<file path="config.mk">
export PLATFORM = sky130hd
export DESIGN_NAME = fcm_monitor
export DESIGN_NICKNAME = d
export VERILOG_FILES = /design/src/fcm_pkg.sv /design/src/fcm_fll.sv /design/src/fcm_loss_det.sv /design/src/fcm_monitor.sv
export SDC_FILE = /design/constraint.sdc
export NUM_CORES = 1
export LEC_CHECK = 0
export BUFFER_PORTS_ARGS = -buffer_cell sky130_fd_sc_hd__buf_2
export CORE_MARGIN = 1
export CORE_UTILIZATION = 55
export CTS_CLUSTER_DIAMETER = 50
export DETAILED_ROUTE_END_ITERATION = 8
export PLACE_DENSITY = 0.85
export SLEW_MARGIN = 20
export SYNTH_ARGS = -nofsm -noshare
export SYNTH_HDL_FRONTEND = slang
export SYNTH_SLANG_ARGS = --single-unit
</file>
<file path="constraint.sdc">
create_clock -name clk_i -period 6 [get_ports clk_i]
set_input_delay 0.9 -clock clk_i [delete_from_list [all_inputs] [get_ports clk_i]]
set_output_delay 0.9 -clock clk_i [all_outputs]
set_load 0.005 [all_outputs]
</file>
<file path="src/fcm_pkg.sv">
// How it works
// - Count oscillator edges per reference period, subtract.
// - Lock only inside the lock acquisition window.
// - Lock clears when off, self-clocked or bypassed.
// - Leaving unlock window sets sticky lock-loss flag.
// - Expected lock loss never sets that flag.
// - Lock loss: reset if enabled, else interrupt.
// - Oscillator stable after steady errors; cleared when off.
// - Status bit shows external reference is present.
// - Bypassed external, reference lost: self-clocked, hold.
// - Engaged external, reference lost: self-clocked, hold/double.
// - Engaged external, oscillator lost: bypassed external mode.
// - Engaged internal, oscillator lost: self-clocked, hold.
// - Reset starts in self-clocked mode.
// - Automatic switch updates mode select and status.
// - Clock loss flag; reset if enabled, else interrupt.
// - Clock loss in engaged modes also loses lock.
// - Monitor disable bit turns off clock-loss detection.
package fcm_pkg;

   // ----------------------------------------------------------------
   // Register map
   // ----------------------------------------------------------------
   localparam logic [7:0] CTRL_ONE_OFS   = 8'h00;
   localparam logic [7:0] GEN_CTRL2_OFS  = 8'h04;
   localparam logic [7:0] GEN_STAT1_OFS  = 8'h08;
   localparam logic [7:0] GEN_STAT2_OFS  = 8'h0C;

   localparam int MODE_SEL_LSB   = 0;
   localparam int MON_DIS_BIT    = 2;
   localparam int GEN_OFF_BIT    = 3;
   localparam int LOL_RE_BIT     = 0;
   localparam int LOC_RE_BIT     = 1;
   localparam int RFD_LSB        = 8;
   localparam int MFD_LSB        = 16;
   localparam int IRQ_FLAG_BIT   = 0;
   localparam int EXT_STAT_BIT   = 1;
   localparam int LOC_FLAG_BIT   = 2;
   localparam int LOCK_BIT       = 3;
   localparam int LOL_FLAG_BIT   = 4;
   localparam int MODE_STAT_LSB  = 6;
   localparam int OSC_STAB_BIT   = 0;

   localparam logic [7:0] MFD_RST = 8'h10;
   localparam logic [2:0] RFD_RST = 3'h0;

   // ----------------------------------------------------------------
   // Timing and windows
   // ----------------------------------------------------------------
   localparam int CLK_PERIOD_NS  = 8;
   localparam int LOSS_TIME_NS   = 1000;
   localparam int LOSS_CYC       = LOSS_TIME_NS / CLK_PERIOD_NS;
   localparam int LOCK_LIM       = 2;
   localparam int UNLOCK_LIM     = 4;
   localparam int ERR_W          = 11;

   // ----------------------------------------------------------------
   // Types
   // ----------------------------------------------------------------
   typedef enum logic [1:0] {
      SELF_CLOCKED_MODE      = 2'b00,
      ENGAGED_INTERNAL_MODE  = 2'b01,
      ENGAGED_EXTERNAL_MODE  = 2'b10,
      BYPASSED_EXTERNAL_MODE = 2'b11
   } fcm_mode_t;

   typedef struct packed {
      logic              lock;
      logic              stable;
      logic              lol_evt;
      logic [ERR_W-1:0]  err;
   } fcm_fll_stat_t;

endpackage
</file>
<file path="src/fcm_fll.sv">
`timescale 1ns/1ps
module fcm_fll #(
   parameter int MFD_W  = 8,
   parameter int LOCK   = fcm_pkg::LOCK_LIM,
   parameter int UNLOCK = fcm_pkg::UNLOCK_LIM
) (
   input  wire logic             clk_i,    // system clock
   input  wire logic             rst_i,    // sync reset
   input  wire logic             ce_i,     // clock enable
   input  wire logic             osc_i,    // oscillator level
   input  wire logic             ref_i,    // reference level
   input  wire logic             loop_i,   // loop engaged
   input  wire logic             gen_on_i, // generator on
   input  wire logic [MFD_W-1:0] mfd_i,    // multiply factor
   output fcm_pkg::fcm_fll_stat_t stat_o   // lock state
);
   localparam int W = fcm_pkg::ERR_W;

   function automatic logic inside_win(input logic signed [W-1:0] v, input int lim);
      inside_win = (v >= -W'(lim)) && (v <= W'(lim));
   endfunction

   logic                osc_q, ref_q, seen_q, lock_q, stab_q, good_q, lol_q;
   logic [W-2:0]        cnt_q;
   logic signed [W-1:0] err_q;
   wire                 osc_rise = osc_i && !osc_q;
   wire                 ref_rise = ref_i && !ref_q;
   wire  [W-2:0]        cnt_now  = cnt_q + (W-1)'(osc_rise);
   wire  signed [W-1:0] err_d    = W'(mfd_i) - W'(cnt_now);
   wire  signed [W-1:0] diff     = err_d - err_q;
   wire                 good_d   = inside_win(diff, UNLOCK);
   wire                 unlock   = lock_q && !inside_win(err_d, UNLOCK);

   assign stat_o = '{lock: lock_q, stable: stab_q, lol_evt: lol_q, err: err_q};

   always_ff @(posedge clk_i) begin
      if (rst_i) begin
         {osc_q, ref_q, seen_q, lock_q, stab_q, good_q, lol_q} <= '0;
         cnt_q <= '0;
         err_q <= '0;
      end else if (ce_i) begin
         osc_q <= osc_i;
         ref_q <= ref_i;
         lol_q <= 1'b0;
         if (!gen_on_i) begin
            stab_q <= 1'b0;
            good_q <= 1'b0;
         end
         if (!loop_i || !gen_on_i) begin
            lock_q <= 1'b0;
         end else if (ref_rise) begin
            if (!lock_q && inside_win(err_d, LOCK)) begin
               lock_q <= 1'b1;
            end else if (unlock) begin
               lock_q <= 1'b0;
               lol_q  <= 1'b1;
            end
         end
         if (ref_rise) begin
            err_q  <= err_d;
            cnt_q  <= '0;
            seen_q <= 1'b0;
            if (gen_on_i) begin
               good_q <= good_d;
               stab_q <= good_d && good_q && (seen_q || osc_rise);
            end
         end else begin
            cnt_q  <= cnt_now;
            seen_q <= seen_q || osc_rise;
         end
      end
   end
endmodule // fcm_fll

</file>
<file path="src/fcm_loss_det.sv">
`timescale 1ns/1ps
module fcm_loss_det #(
   parameter int TIMEOUT = fcm_pkg::LOSS_CYC
) (
   input  wire logic clk_i,     // system clock
   input  wire logic rst_i,     // sync reset
   input  wire logic ce_i,      // clock enable
   input  wire logic sig_i,     // watched clock level
   input  wire logic en_i,      // detection armed
   output logic      present_o, // clock toggling
   output logic      evt_o      // one-cycle loss event
);
   localparam int CW = $clog2(TIMEOUT + 1);
   localparam logic [CW-1:0] LIMIT = CW'(TIMEOUT);

   logic          prev_q;
   logic [CW-1:0] cnt_q;
   logic          lost_q;
   logic          lost_d;
   wire           edge_seen = sig_i ^ prev_q;

   assign lost_d    = !edge_seen && (cnt_q >= LIMIT - 1'b1);
   assign present_o = !lost_q;
   // A loss only counts while armed, so idle clocks never trip it.
   assign evt_o     = ce_i && en_i && lost_d && !lost_q;

   always_ff @(posedge clk_i) begin
      if (rst_i) begin
         prev_q <= 1'b0;
         cnt_q  <= '0;
         lost_q <= 1'b0;
      end else if (ce_i) begin
         prev_q <= sig_i;
         cnt_q  <= edge_seen ? '0 : (lost_d ? cnt_q : cnt_q + 1'b1);
         lost_q <= lost_d;
      end
   end
endmodule // fcm_loss_det

</file>
<file path="src/fcm_monitor.sv">
// Register access over Wishbone and the register addresses were left to the implementer.
`timescale 1ns/1ps
module fcm_monitor #(
   parameter int MFD_W   = 8,
   parameter int TIMEOUT = fcm_pkg::LOSS_CYC
) (
   input  wire logic        clk_i,          // system clock, 125 MHz
   input  wire logic        rst_i,          // sync reset, active high
   input  wire logic        ce_i,           // clock enable
   input  wire logic        osc_clk_i,      // controlled oscillator level
   input  wire logic        ext_ref_i,      // external reference level
   input  wire logic        int_ref_i,      // internal reference level
   input  wire logic        wb_cyc_i,       // Wishbone cycle
   input  wire logic        wb_stb_i,       // Wishbone strobe
   input  wire logic        wb_we_i,        // Wishbone write
   input  wire logic [7:0]  wb_adr_i,       // byte address
   input  wire logic [3:0]  wb_sel_i,       // byte selects
   input  wire logic [31:0] wb_dat_i,       // write data
   output logic [31:0]      wb_dat_o,       // read data
   output logic             wb_ack_o,       // acknowledge
   output logic             irq_o,          // interrupt request level
   output logic             sys_reset_o,    // reset request pulse
   output logic [1:0]       mode_o,         // current clock mode
   output logic             freq_hold_o,    // filter holds frequency
   output logic             freq_double_o,  // output frequency doubled
   output logic [2:0]       bypass_div_o    // divider in bypass mode
);
   // ----------------------------------------------------------------
   // State
   // ----------------------------------------------------------------
   typedef fcm_pkg::fcm_mode_t fcm_mon_mode_t;

   fcm_mon_mode_t     mode_q, mode_d;
   logic              gen_off_q, mon_dis_q, lol_re_q, loc_re_q;
   logic [2:0]        rfd_q;
   logic [MFD_W-1:0]  mfd_q;
   logic              lol_flag_q, loc_flag_q, irq_flag_q, armed_q;
   logic              hold_q, double_q, rst_req_q, ack_q;
   logic [31:0]       rdata_q;
   fcm_pkg::fcm_fll_stat_t fll_stat;
   logic              ext_present, osc_evt_raw, ext_evt_raw;

   function automatic logic [31:0] merge(input logic [31:0] old, input logic [31:0] nw,
                                         input logic [3:0] sel);
      logic [31:0] m;
      m = {{8{sel[3]}}, {8{sel[2]}}, {8{sel[1]}}, {8{sel[0]}}};
      merge = (old & ~m) | (nw & m);
   endfunction

   // ----------------------------------------------------------------
   // Mode decode
   // ----------------------------------------------------------------
   wire is_fei   = (mode_q == fcm_pkg::ENGAGED_INTERNAL_MODE);
   wire is_fee   = (mode_q == fcm_pkg::ENGAGED_EXTERNAL_MODE);
   wire is_fbe   = (mode_q == fcm_pkg::BYPASSED_EXTERNAL_MODE);
   wire gen_on   = !gen_off_q;
   wire loop_on  = gen_on && (is_fei || is_fee);
   wire uses_osc = gen_on && !mon_dis_q && (is_fei || is_fee);
   wire uses_ext = gen_on && !mon_dis_q && (is_fee || is_fbe);
   wire ref_sel  = (is_fee || is_fbe) ? ext_ref_i : int_ref_i;

   // ----------------------------------------------------------------
   // Loop and clock watchers
   // ----------------------------------------------------------------
   fcm_fll #(
      .MFD_W (MFD_W)
   ) u_fll (
      .clk_i    (clk_i),
      .rst_i    (rst_i),
      .ce_i     (ce_i),
      .osc_i    (osc_clk_i),
      .ref_i    (ref_sel),
      .loop_i   (loop_on),
      .gen_on_i (gen_on),
      .mfd_i    (mfd_q),
      .stat_o   (fll_stat)
   );

   fcm_loss_det #(
      .TIMEOUT (TIMEOUT)
   ) u_osc_loss (
      .clk_i     (clk_i),
      .rst_i     (rst_i),
      .ce_i      (ce_i),
      .sig_i     (osc_clk_i),
      .en_i      (uses_osc),
      .present_o (),
      .evt_o     (osc_evt_raw)
   );

   fcm_loss_det #(
      .TIMEOUT (TIMEOUT)
   ) u_ext_loss (
      .clk_i     (clk_i),
      .rst_i     (rst_i),
      .ce_i      (ce_i),
      .sig_i     (ext_ref_i),
      .en_i      (uses_ext),
      .present_o (ext_present),
      .evt_o     (ext_evt_raw)
   );

   // ----------------------------------------------------------------
   // Fault events
   // ----------------------------------------------------------------
   // A lost reference leaves no clock to bypass to, so it wins over oscillator loss.
   wire ext_loss = ext_evt_raw;
   wire osc_loss = osc_evt_raw && !ext_evt_raw;
   wire loc_evt  = ext_evt_raw || osc_evt_raw;
   wire lol_evt  = fll_stat.lol_evt || (loc_evt && loop_on);
   wire lol_rst  = lol_evt && lol_re_q;
   wire loc_rst  = loc_evt && loc_re_q;
   // A reset request overrides any interrupt raised in the same event.
   wire irq_set  = !lol_rst && !loc_rst &&
                   ((lol_evt && !lol_re_q) || (loc_evt && !loc_re_q));

   always_comb begin
      mode_d = mode_q;
      case (mode_q)
         fcm_pkg::BYPASSED_EXTERNAL_MODE: begin
            if (ext_loss) mode_d = fcm_pkg::SELF_CLOCKED_MODE;
         end
         fcm_pkg::ENGAGED_EXTERNAL_MODE: begin
            if (ext_loss) mode_d = fcm_pkg::SELF_CLOCKED_MODE;
            else if (osc_loss) mode_d = fcm_pkg::BYPASSED_EXTERNAL_MODE;
         end
         fcm_pkg::ENGAGED_INTERNAL_MODE: begin
            if (osc_loss) mode_d = fcm_pkg::SELF_CLOCKED_MODE;
         end
         default: mode_d = mode_q;
      endcase
   end

   wire auto_sw = (mode_d != mode_q);

   // ----------------------------------------------------------------
   // Wishbone slave
   // ----------------------------------------------------------------
   wire req     = wb_cyc_i && wb_stb_i && !ack_q;
   wire wr      = req && wb_we_i;
   wire rd      = req && !wb_we_i;
   wire hit_c1  = (wb_adr_i == fcm_pkg::CTRL_ONE_OFS);
   wire hit_c2  = (wb_adr_i == fcm_pkg::GEN_CTRL2_OFS);
   wire hit_s1  = (wb_adr_i == fcm_pkg::GEN_STAT1_OFS);
   wire hit_s2  = (wb_adr_i == fcm_pkg::GEN_STAT2_OFS);

   wire [31:0] ctrl1_img = {28'h0000000, gen_off_q, mon_dis_q, mode_q};
   wire [31:0] ctrl2_img = {8'h00, 8'(mfd_q), 5'h00, rfd_q, 6'h00, loc_re_q, lol_re_q};
   wire [31:0] stat1_img = {24'h000000, mode_q, 1'b0, lol_flag_q, fll_stat.lock,
                            loc_flag_q, ext_present, irq_flag_q};
   wire [31:0] stat2_img = {31'h00000000, fll_stat.stable};
   wire [31:0] c1_new    = merge(ctrl1_img, wb_dat_i, wb_sel_i);
   wire [31:0] c2_new    = merge(ctrl2_img, wb_dat_i, wb_sel_i);
   wire        clr_wr    = wr && hit_s1 && wb_sel_i[0] && wb_dat_i[fcm_pkg::IRQ_FLAG_BIT];
   wire        clr_ok    = clr_wr && armed_q;

   wire [31:0] rd_mux = hit_c1 ? ctrl1_img :
                        hit_c2 ? ctrl2_img :
                        hit_s1 ? stat1_img :
                        hit_s2 ? stat2_img : 32'h00000000;

   assign wb_ack_o      = ack_q;
   assign wb_dat_o      = rdata_q;
   assign irq_o         = irq_flag_q;
   assign sys_reset_o   = rst_req_q;
   assign mode_o        = mode_q;
   assign freq_hold_o   = hold_q;
   assign freq_double_o = double_q;
   assign bypass_div_o  = is_fbe ? rfd_q : 3'h0;

   // ----------------------------------------------------------------
   // Registers
   // ----------------------------------------------------------------
   always_ff @(posedge clk_i) begin
      if (rst_i) begin
         mode_q    <= fcm_pkg::SELF_CLOCKED_MODE;
         gen_off_q <= 1'b0;
         mon_dis_q <= 1'b0;
         lol_re_q  <= 1'b0;
         loc_re_q  <= 1'b0;
         rfd_q     <= fcm_pkg::RFD_RST;
         mfd_q     <= MFD_W'(fcm_pkg::MFD_RST);
         ack_q     <= 1'b0;
         rdata_q   <= 32'h00000000;
         armed_q   <= 1'b0;
         rst_req_q <= 1'b0;
      end else if (ce_i) begin
         ack_q     <= req;
         rst_req_q <= lol_rst || loc_rst;
         if (rd) rdata_q <= rd_mux;
         if (rd && hit_s1) armed_q <= 1'b1;
         else if (clr_wr) armed_q <= 1'b0;
         if (auto_sw) begin
            mode_q <= mode_d;
         end else if (wr && hit_c1) begin
            mode_q <= fcm_mon_mode_t'(c1_new[fcm_pkg::MODE_SEL_LSB +: 2]);
         end
         if (wr && hit_c1) begin
            mon_dis_q <= c1_new[fcm_pkg::MON_DIS_BIT];
            gen_off_q <= c1_new[fcm_pkg::GEN_OFF_BIT];
         end
         if (wr && hit_c2) begin
            lol_re_q <= c2_new[fcm_pkg::LOL_RE_BIT];
            loc_re_q <= c2_new[fcm_pkg::LOC_RE_BIT];
            rfd_q    <= c2_new[fcm_pkg::RFD_LSB +: 3];
            mfd_q    <= c2_new[fcm_pkg::MFD_LSB +: MFD_W];
         end
      end
   end

   // Sticky flags: a new event in the clearing cycle keeps the flag set.
   always_ff @(posedge clk_i) begin
      if (rst_i) begin
         lol_flag_q <= 1'b0;
         loc_flag_q <= 1'b0;
         irq_flag_q <= 1'b0;
      end else if (ce_i) begin
         lol_flag_q <= lol_evt || (lol_flag_q && !clr_ok);
         loc_flag_q <= loc_evt || (loc_flag_q && !clr_ok);
         irq_flag_q <= irq_set || (irq_flag_q && !clr_ok);
      end
   end

   // The filter keeps the oscillator at its last setting after a fall-back to self-clocked mode.
   always_ff @(posedge clk_i) begin
      if (rst_i) begin
         hold_q   <= 1'b0;
         double_q <= 1'b0;
      end else if (ce_i) begin
         if (auto_sw && mode_d == fcm_pkg::SELF_CLOCKED_MODE) begin
            hold_q   <= 1'b1;
            double_q <= is_fee && !fll_stat.lock;
         end else if ((wr && hit_c1) || (auto_sw && is_fee && osc_loss)) begin
            hold_q   <= 1'b0;
            double_q <= 1'b0;
         end
      end
   end
endmodule // fcm_monitor

</file>
# Word-level counts from Yosys, hierarchy flattened
# Cells that the tools add are included.
# op_classes
add_sub_neg	5
n_lt_le_gt_ge	8
eq_ne	9
muxes	38
bitwise	8
reduce_logical	95
# op_table
op	n
24-bit AND	2
24-bit 2-to-1 mux	2
1-bit logical AND	47
7-bit 2-to-1 mux	4
24-bit inverter	1
24-bit OR	1
11-bit by 3-bit greater-or-equal comparator with 1-bit output (second input constant)	2
11-bit by 4-bit <= comparator with 1-bit output (second input constant)	2
1-bit 2-to-1 mux	22
1-bit zero test	19
2-bit AND reduction	9
8-bit by 4-bit equality test with 1-bit output (second input constant)	2
7-bit by 1-bit adder with 7-bit output (second input constant)	2
7-bit greater-or-equal comparator (second input constant)	2
1-bit logical OR	12
2-bit 2-to-1 mux	6
11-bit by 2-bit greater-or-equal comparator with 1-bit output (second input constant)	1
11-bit by 3-bit <= comparator with 1-bit output (second input constant)	1
11-bit subtractor	1
8-bit by 10-bit subtractor with 11-bit output	1
10-bit by 1-bit adder with 10-bit output	1
10-bit 2-to-1 mux	1
8-bit by 3-bit equality test with 1-bit output (second input constant)	1
8-bit zero test	1
other kinds (14)	20
# totals
regBits	102
inputBits	53
out_inout_bits	42
word_cells	193

# Longest topological paths before layout
# Gate-level depths: netlist of the first run.
# logic_depth
word_depth	17
depth_mapped	25

# By module
# Synthesis of the first run repeated with hierarchy kept, for this count alone.
# unflattened
hier_cells	707
hier_area_um2	5733.0
# modules_own_cells
module	n_inst	cells_per_inst	area_each_um2	seq_area_each_um2
fcm_fll	1	311	2416.1	560.5
fcm_monitor	1	270	2245.9	860.8
fcm_loss_det	2	63	535.5	180.2

# Least setup slack after synthesis of the first run
# Ideal clock, no wire load.
# synth_timing
kind	input -> register
start	in osc_clk_i
end	reg u_fll.stab_q
setup_ps	74
t_arrival_ps	4830
required_time_ps	5926
path_slack_ps	1096
stages	20
n_path_buf	0
cell_sequence	ha_1 > ha_1 > ha_1 > inv_1 > ha_1 > and2b_2 > a2111oi_4 > nor3_1 > a2111oi_1 > o21ai_0 > a211oi_1 > inv_1 > ha_1 > nor2_1 > a31oi_1 > nand4_1 > xnor2_1 > nor4_1 > a41oi_1 > o21ai_0
# synth_via
elab_chain_len	10
word_cells_on_any_way	12
classes_between	add/sub (3); order compare (2); mux (2); reduce/logical (5)
# synth_lines
element	line	rtl
start, declared	fcm_monitor.sv:10	input wire logic osc_clk_i,
1-bit logical AND (*)	fcm_fll.sv:26	wire osc_rise = osc_i && !osc_q;
10-bit by 1-bit adder with 10-bit output (*)	fcm_fll.sv:28	wire [W-2:0] cnt_now = cnt_q + (W-1)'(osc_rise);
8-bit by 10-bit subtractor with 11-bit output (*)	fcm_fll.sv:29	wire signed [W-1:0] err_d = W'(mfd_i) - W'(cnt_now);
via u_fll.err_d[9]	fcm_fll.sv:29	
11-bit subtractor (*)	fcm_fll.sv:30	wire signed [W-1:0] diff = err_d - err_q;
11-bit by 3-bit greater-or-equal comparator with 1-bit output or 11-bit by 4-bit <= comparator with 1-bit output (tied branches)	fcm_fll.sv:20	inside_win = (v >= -W'(lim)) && (v <= W'(lim));
1-bit logical AND (*)	fcm_fll.sv:20	
1-bit logical AND (*) (2 in series)	fcm_fll.sv:65	stab_q <= good_d && good_q && (seen_q || osc_rise);
1-bit 2-to-1 mux (*)	fcm_fll.sv:63	if (gen_on_i) begin
1-bit 2-to-1 mux (*)	fcm_fll.sv:59	if (ref_rise) begin
end signal, assigned	fcm_fll.sv:65	
end, declared	fcm_fll.sv:23	logic osc_q, ref_q, seen_q, lock_q, stab_q, good_q, lol_q;
# Mark *: on every way through the listed nets, which the timed path passes. The rest lies on a longest branch.
# A chain may end at the register's enable or synchronous reset.

# Worst setup path after layout of the first run
# Same ends and word-level chain as after synthesis.

==> run metrics, run 1 <==
vias in the first global route=around 4700; Synth warnings=0; synth top area cells=dfxtp_1 34%, ha_1 6.4%, nand2_1 5.8%; Critical Path AT=about 5.6 ns; number of H-tree levels=3; gr ovfl total=0; die height=99.6 um; global-route wire length before repair=~21000 um; P&R area growth vs syn=8.76%; critical path data required time=~6.3 ns; Syn Inst Count=661; worst-path fanout max=8; I/O Buffers=between 60 and 70; largest net degree at the start of global routing=between 70 and 80; fin nets=~790; Crit Reg-Reg Startpoint=u_osc_loss.prev_q; RSZ-0062 raised after global routing=no; Max Slew Vio Count=0; maxcap violations=0; IO Count=95; Routed met3 length=662 um; ys flop type=dfxtp_1; M1 wire length=between 5000 and 6000 um; Post-DP HPWL=9080 um; highest routed layer=met4; Core ar.=between 9000 and 10000 um2; final setup fails=0; number of hold violations in the final report=0; Yosys top cell area share=0.336; CTS tree=built; diode count=0; biggest area consumer among synthesized cells=dfxtp_1; Synth Cell Area=between 5000 and 6000 um2; CP endpoint kind=flop; GPL Wtd Cong=about 0.9; Max VDD drop=approximately 0.16 mV; syn avg cell area=slightly below 8 um2; Vias=between 4000 and 5000; type of the worst setup path=input port to flop; drt first pass iters=7; hold-fix buffers at CTS=0; gr usage total=0.263; most numerous cell in the Yosys netlist=dfxtp_1; clock tree buffer depth=2; Max transition margin=0.353; Worst Hold Launch=wb_dat_o[6]; fraction of layout cells with a size suffix above 1=0.140; fmax=between 150 and 200 MHz; initial drt markers=just under 400; worst skew pair latency=about 0.37 ns; number of synthesized register bits=around 90; # clock sinks=88; status=complete, no violations; initial antenna violation count=0; Seq/Total Area, Yosys=0.336; post-CTS setup buffers=0; period utilization=0.896; Total Neg Setup Slack=0 ns; row count=35; cts repair resizes=0; starting density of the core=0.567; Die ar.=between 9000 and 10000 um2; crit path time final=approximately 5.4 ns; CTS Buf Count=9; WL met2=6150 um; clock root cell=clkbuf_8; drt wl/cell=14.8 um; Hold Path Class=flop to flop; synth cell count leaders=88 x dfxtp_1, 81 x nand2_1, 75 x nor2_1, 55 x a21oi_1, 40 x nand3_1; post-route antenna net violation count=0; total power=around 0.0012 W; skew final=approximately 0.0073 ns; Area after DPL=5520 um2; Tightest Pin Transition=approximately 0.97 ns; asr flop ratio synth=0; Critical Path Start Type=input port; Worst Setup SP=osc_clk_i; Total Wirelength=approximately 13000 um; static leakage=around 2.3 nW; clock-pin slew on the worst setup and hold paths=roughly 0.09 ns; Chip Width=99.6 um; # DRC=0; Power Dens Cells=203 nW/um2; Post-synth EDFFs=0; fin area=about 5700 um2; Synth cell types=64; Via density=roughly 5.8
cells in the final DEF (no fill, tap or decap), drive strengths merged, types with 5 or more instances in the layout:
master,instances
nor3,15
nand2,81
inv,36
nand4,13
nor2b,8
xor2,16
a22oi,15
and3,5
conb,14
nor4,7
clkbuf,9
xnor2,19
buf,64
nand3,40
a21oi,56
o21ai,29
a211oi,12
dfxtp,88
ha,27
nor2,75
a31oi,7
and2,7
mux2i,7
worst max-delay path: stages:
cell and delay, ns:
buf_2 0.11, ha_1 0.25, ha_1 0.23, ha_1 0.31, inv_1 0.12, ha_1 0.24
and2b_2 0.23, a2111oi_4 0.49, nor4_2 0.13, a2111oi_1 0.41, o21ai_0 0.17, a211oi_1 0.36
inv_1 0.09, ha_1 0.42, nor2_1 0.07, a31oi_1 0.16, nand4_1 0.13, xnor2_1 0.22
nor4_1 0.08, a41oi_1 0.34, o21ai_0 0.15
per-stage QoR:
step | instances | utilization | hold WS, ns | setup WS, ns
after floorplan | 674 | - | 0.432 | 1.10
after global placement | 828 | 0.597 | 0.439 | 0.434
after detailed placement | 828 | 0.597 | 0.444 | 0.278
after CTS | 844 | 0.617 | 0.459 | 0.663
after global routing | 844 | 0.617 | 0.485 | 0.0582
final | 844 | 0.617 | 0.456 | 0.626
area by class of cell:
| cell class | count | area [um2] |
|---|---|---|
| Clock buffer | 9 | 124 |
| Inverter | 35 | 131 |
| Tap cell | 129 | 161 |
| Fill cell | 795 | 3540 |
| Clock inverter | 7 | 55.1 |
| Multi-Input combinational cell | 512 | 3140 |
| Sequential cell | 88 | 1760 |
| Timing Repair Buffer | 64 | 325 |
worst paths after layout:
check / endpoint / slack [ns] / depth (start not counted)
max: u_fll.stab_q / 0.63 / 21
min: wb_dat_o[6] / 0.46 / 2
max reg2reg: u_fll.stab_q / 0.90 / 21
min reg2reg: wb_dat_o[6] / 0.46 / 2
kinds of logic (layout without fill, tap and decap cells):
kind of cell / Yosys count / after routing / share of synthesized area
AOI/OAI and AO/OA: 143 / 143 / 0.176
xor gates and xnor gates: 35 / 35 / 0.0614
adders and majority gates: 30 / 30 / 0.0740
buffers and inverters: 74 / 115 / 0.0738
DFF: 88 / 88 / 0.336
muxes: 11 / 11 / 0.0241
other: 1 / 14 / 0.000716
and+or+nand+nor: 279 / 279 / 0.254
power by group:
group | total (W) | leakage [nW] | switching, W | internal (W)
combinational | 0.000177 | 1.45 | 0.000110 | 0.0000674
clock | 0.000383 | 0.0862 | 0.000229 | 0.000154
sequential | 0.000597 | 0.711 | 0.00000542 | 0.000591
total | 0.00116 | 2.25 | 0.000344 | 0.000813
per-layer routing:
layer / GRT usage / vias up
met2: 0.460 / 181
met3: 0.0520 / 48
met1: 0.308 / 2313
met5: 0 / -
li1: - / 2389
met4: 0.127 / 0
(Power assumes the default switching activity.)
==> inputs of run 2 (changes only) <==
- RECOVER_POWER: not set -> 100
==> run 2 against run 1 <==
Effect of this change:
- sequential power is essentially flat
- first-iteration DRC count grew 4.4%
- via count is 0.18% lower
- setup slack got worse by 0.0036 ns
- clock skew about the same
- wire length up 0.74%
- critical path type unchanged
- final cell count unchanged
- sequential cell count did not move
==> run metrics, run 2 (same netlist as run 1, synthesis figures left out) <==
gr usage total=0.263 (unchanged); largest net degree at the start of global routing=74 (unchanged); gr ovfl total=0 (unchanged); Die ar.=9920 um2 (unchanged); Reg area=1760 um2 (unchanged); clock tree buffer depth=2 (unchanged); hold-fix buffers at CTS=0 (unchanged); vias in the first global route=4687 (unchanged); Power Dens Cells=204 nW/um2 (+0.66%); number of cells on the worst hold path=2 (unchanged); starting density of the core=0.567 (unchanged); static leakage=2.18 nW (-3.3%); status=complete, no violations; fin nets=792 (unchanged); diode count=0 (unchanged); drt first pass iters=5 (-2); post-CTS setup buffers=0 (unchanged); Vias=4922 (-0.18%); period utilization=0.896 (about the same); Hold Path Class=flop to flop; crit path time final=5.38 ns (+0.00358 ns); worst-path fanout max=4 (-4); global-route wire length before repair=21000 um (unchanged); clock root cell=clkbuf_8; row count=35 (unchanged); I/O Buffers=62 (unchanged); Post-DP HPWL=9080 um (unchanged); fin area=5660 um2 (-0.64%); CTS Buf Count=9 (unchanged); fmax=186 MHz (about the same); Max Slew Vio Count=0 (unchanged); commonest non-fill, non-tap cells in the layout=88 x dfxtp_1, 81 x nand2_1, 75 x nor2_1; Core ar.=9240 um2 (unchanged); fin util=0.613 (-0.00393); number of hold violations in the final report=0 (unchanged); crit path capture=u_fll.stab_q; CTS tree=built; Total Wirelength=12600 um (+0.74%); Crit Reg-Reg Startpoint=u_osc_loss.prev_q; Chip Width=99.6 um (unchanged); # DRC=0 (unchanged); Worst Setup SP=osc_clk_i; number of H-tree levels=3 (unchanged); Total Neg Setup Slack=0 ns (unchanged); Logic pwr share=0.152 (about the same); Sw Share=0.298 (+0.000842); # clock sinks=88 (unchanged); post-route antenna net violation count=0 (unchanged); area occupied by multi-input gates=3130 um2 (-0.36%); commonest non-fill, non-tap cell in the layout=dfxtp_1; Max VDD drop=0.159 mV (-0.34%); fraction of layout cells with a size suffix above 1=0.109 (-0.0308); CP endpoint kind=flop; Critical Path AT=5.62 ns (about the same); reg2reg end=u_fll.stab_q; Critical Path Start Type=input port; GPL Wtd Cong=0.916 (unchanged); critical path data required time=6.25 ns (about the same); die height=99.6 um (unchanged); sequential share of power=0.516 (about the same); type of the worst setup path=input port to flop; initial drt markers=404 (+4.4%); clock group share of total power=0.332 (about the same); Via density=5.83 (-0.18%); drt wl/cell=14.9 um (+0.74%); Area after DPL=5520 um2 (unchanged); Sw Pwr=0.000345 W (+0.30%); Internal=0.000812 W (-0.10%); worst skew pair latency=0.37 ns (about the same); Max transition margin=0.0907 (-0.262); Tightest Pin Transition=1.36 ns (+0.397 ns); cts repair resizes=0 (unchanged); final setup fails=0 (unchanged); skew final=0.00751 ns (+0.000181 ns); Worst Hold Launch=wb_dat_o[6]; filler instances=803 (+1.0%); RSZ-0062 raised after global routing=no; R2R depth=20 (-4.8%); maxcap violations=0 (unchanged); P&R area growth vs syn=8.07%; initial antenna violation count=0 (unchanged); r2r setup slk=0.88 ns (-0.02 ns); IO Count=95 (unchanged); clock-pin slew on the worst setup and hold paths=0.09 ns (about the same)
run 2: per-layer routing:
layer,GRT usage,wire [um]
met1,0.308,5310
met2,0.460,6230
met3,0.0520,703
met4,0.127,361
met5,0,0
run 2: final cells by class:
cell class	count	area share
clock buffer	9	0.0219
clock inverter	7	0.00972
inverter	35	0.0232
multi-input combinational	512	0.553
sequential	88	0.311
tap	129	0.0285
timing repair buffer	64	0.0530
run 2: worst min path at each step:
stage                     slack [ns]           end
after floorplan                 0.43  u_fll.good_q
after global placement          0.44  u_fll.good_q
after detailed placement        0.44   wb_dat_o[4]
after CTS                       0.46   wb_dat_o[6]
after global routing            0.49   wb_dat_o[1]
final                           0.46   wb_dat_o[6]
run 2: power by group through the flow:
stage	combinational (W)	clock, W	sequential [W]
finish	0.000176	0.000384	0.000597
global route	0.000196	0.000411	0.000598
CTS	0.000175	0.000388	0.000597
detailed placement	0.000173	0	0.000610
global placement	0.000165	0	0.000610
floorplan	0.000139	0	0.000609
run 2: per-stage QoR:
step / power [W] / instances / setup WS [ns] / hold WS, ns
2_1_floorplan: 0.000748 / 674 / 1.10 / 0.432
3_3_place_gp: 0.000775 / 828 / 0.434 / 0.439
3_5_place_dp: 0.000783 / 828 / 0.278 / 0.444
4_1_cts: 0.00116 / 844 / 0.663 / 0.459
5_1_grt: 0.00121 / 844 / 0.0701 / 0.485
6_report: 0.00116 / 844 / 0.622 / 0.458
run 2: critical path, cell delays in order:
cell and delay (ns):
clkbuf_1 0.09, ha_1 0.26, ha_1 0.23, ha_1 0.31, inv_1 0.09, fa_1 0.46, a31oi_1 0.19, o21ai_0 0.15
maj3_1 0.35, a21oi_1 0.37, xnor2_1 0.25, ha_1 0.32, or2_2 0.30, a21o_1 0.21, a211o_1 0.30, nand4_1 0.11
xnor2_1 0.16, nor4_1 0.08, a41oi_1 0.34, o21ai_0 0.15
==> inputs of run 3 (changes only) <==
==> constraint.sdc (replaced) <==
create_clock -name clk_i -period 6 [get_ports clk_i]
set_input_delay 0 -clock clk_i [delete_from_list [all_inputs] [get_ports clk_i]]
set_output_delay 0 -clock clk_i [all_outputs]
set_load 0.005 [all_outputs]
==> run 3 against run 2 <==
Effect of this change:
- non-clock buffer count is 35 higher
- register-to-register slack worse by 0.04 ns
- wire length grew 5.9%
- die area is the same
- first-iteration DRC count shrank 2.2%
- sequential power barely moved
- global-route usage up 1.7 points
- setup slack better by 0.22 ns
- clock power is 17% higher
- critical path depth is 1 higher
==> run metrics, run 3 (same netlist as run 1, synthesis figures left out) <==
P&R area growth vs syn=15.3%; IO Count=95 (unchanged); Sw Pwr=0.000364 W (+5.5%); Vias=5128 (+4.2%); # clock sinks=88 (unchanged); clock root cell=clkbuf_8; post-CTS setup buffers=0 (unchanged); commonest non-fill, non-tap cells in the layout=88 x dfxtp_1, 81 x nand2_1, 75 x nor2_1; hold-fix buffers at CTS=35 (+35); clock group share of total power=0.365 (+0.033); die height=99.6 um (unchanged); sequential share of power=0.484 (-0.032); drt first pass iters=5 (unchanged); row count=35 (unchanged); clock-pin slew on the worst setup and hold paths=0.10 ns (about the same); Die ar.=9920 um2 (unchanged); critical path data required time=6.25 ns (about the same); worst-path fanout max=8 (+4); fmax=194 MHz (+4.3%); CTS Buf Count=9 (unchanged); period utilization=0.859 (-0.0368); Logic pwr share=0.151 (about the same); Power Dens Cells=204 nW/um2 (about the same); worst skew pair latency=0.38 ns (about the same); Max transition margin=0.125 (+0.0341); Total Neg Setup Slack=0 ns (unchanged); Critical Path AT=5.41 ns (-0.21 ns); drt wl/cell=15.2 um (+1.7%); clock tree buffer depth=2 (unchanged); gr ovfl total=0 (unchanged); gr usage total=0.280 (+0.0175); RSZ-0062 raised after global routing=no; starting density of the core=0.567 (unchanged); Tightest Pin Transition=1.31 ns (-0.0512 ns); diode count=0 (unchanged); type of the worst setup path=flop to flop; status=complete, no violations; I/O Buffers=62 (unchanged); Core ar.=9240 um2 (unchanged); Chip Width=99.6 um (unchanged); Hold Path Class=input port to flop; Non-Filler Instances=879 (+4.1%); Via density=5.83 (about the same); CTS tree=built; cell total after placement=828 (unchanged); crit path time final=5.16 ns (-0.221 ns); skew final=0.00937 ns (+0.00186 ns); fin nets=827 (+4.4%); static leakage=2.32 nW (+6.4%); Post-DP HPWL=8870 um (-2.4%); initial drt markers=395 (-2.2%); global-route wire length before repair=22300 um (+6.2%); Internal=0.000870 W (+7.1%); Critical Path Start Type=flop; post-route antenna net violation count=0 (unchanged); Sw Share=0.295 (-0.00320); largest net degree at the start of global routing=75 (+1.4%); cts repair resizes=0 (unchanged); Total Wirelength=13300 um (+5.9%); initial antenna violation count=0 (unchanged); # DRC=0 (unchanged); filler instances=715 (-11%); fraction of layout cells with a size suffix above 1=0.104 (-0.00509); vias in the first global route=4869 (+3.9%); number of H-tree levels=3 (unchanged); CP endpoint kind=flop; commonest non-fill, non-tap cell in the layout=dfxtp_1; GPL Wtd Cong=0.913 (-0.33%); Max VDD drop=0.175 mV (+9.9%); Max Slew Vio Count=0 (unchanged); final setup fails=0 (unchanged); maxcap violations=0 (unchanged); number of hold violations in the final report=0 (unchanged)
[run 3: final timing paths]
check | cells after the start | slack [ns] | to | startpoint
min | 3 | 0.008 | flop | wb_sel_i[2]
min reg2reg | 2 | 0.46 | wb_dat_o[2] | wb_dat_o[2]
max | 21 | 0.84 | u_fll.stab_q | u_osc_loss.prev_q
max reg2reg | 21 | 0.84 | u_fll.stab_q | u_osc_loss.prev_q
[run 3: layout make-up]
cell class                      instances  area, um2  area share
Clock buffer                            9        124      0.0205
Multi-Input combinational cell        512       3120       0.517
Clock inverter                          7       86.3      0.0143
Tap cell                              129        161      0.0267
Timing Repair Buffer                   99        652       0.108
Sequential cell                        88       1760       0.292
Inverter                               35        131      0.0218
[run 3: stage by stage]
step	setup WS [ns]	util	hold WS [ns]	instance area, um2	power, W
2_1_floorplan	1.67	-	0.139	5290	0.000748
3_3_place_gp	1.13	0.597	0.233	5520	0.000775
3_5_place_dp	0.946	0.597	0.238	5520	0.000782
4_1_cts	0.925	0.658	0.0000231	6080	0.00123
5_1_grt	0.218	0.654	0.0296	6040	0.00128
6_report	0.843	0.654	0.00778	6040	0.00123
[run 3: critical path, cell delays in order, from the launching register on]
cell       delay [ns]
dfxtp_1          0.35
inv_1            0.05
ha_1             0.23
ha_1             0.23
ha_1             0.31
inv_1            0.08
ha_1             0.28
and2b_1          0.21
a2111oi_4        0.47
nor4_1           0.16
a2111oi_1        0.50
o21ai_0          0.17
a211oi_1         0.34
inv_1            0.08
ha_1             0.42
nor2_1           0.07
a31oi_1          0.14
nand4_1          0.13
xnor2_1          0.22
nor4_1           0.09
a41oi_1          0.32
o21ai_0          0.16
[run 3: routing by layer]
layer | global-route usage | routed length (um) | vias to the layer above
li1 | - | - | 2458
met1 | 0.338 | 5460 | 2409
met2 | 0.480 | 6620 | 214
met3 | 0.0422 | 772 | 47
met4 | 0.155 | 486 | 0
met5 | 0 | 0 | -
[run 3: power groups by stage]
stage	Combinational [W]	Sequential, W	Clock [W]
floorplan	0.000139	0.000609	0
finish	0.000187	0.000597	0.000450
detailed placement	0.000172	0.000610	0
global placement	0.000165	0.000610	0
global route	0.000207	0.000598	0.000473
CTS	0.000184	0.000597	0.000452
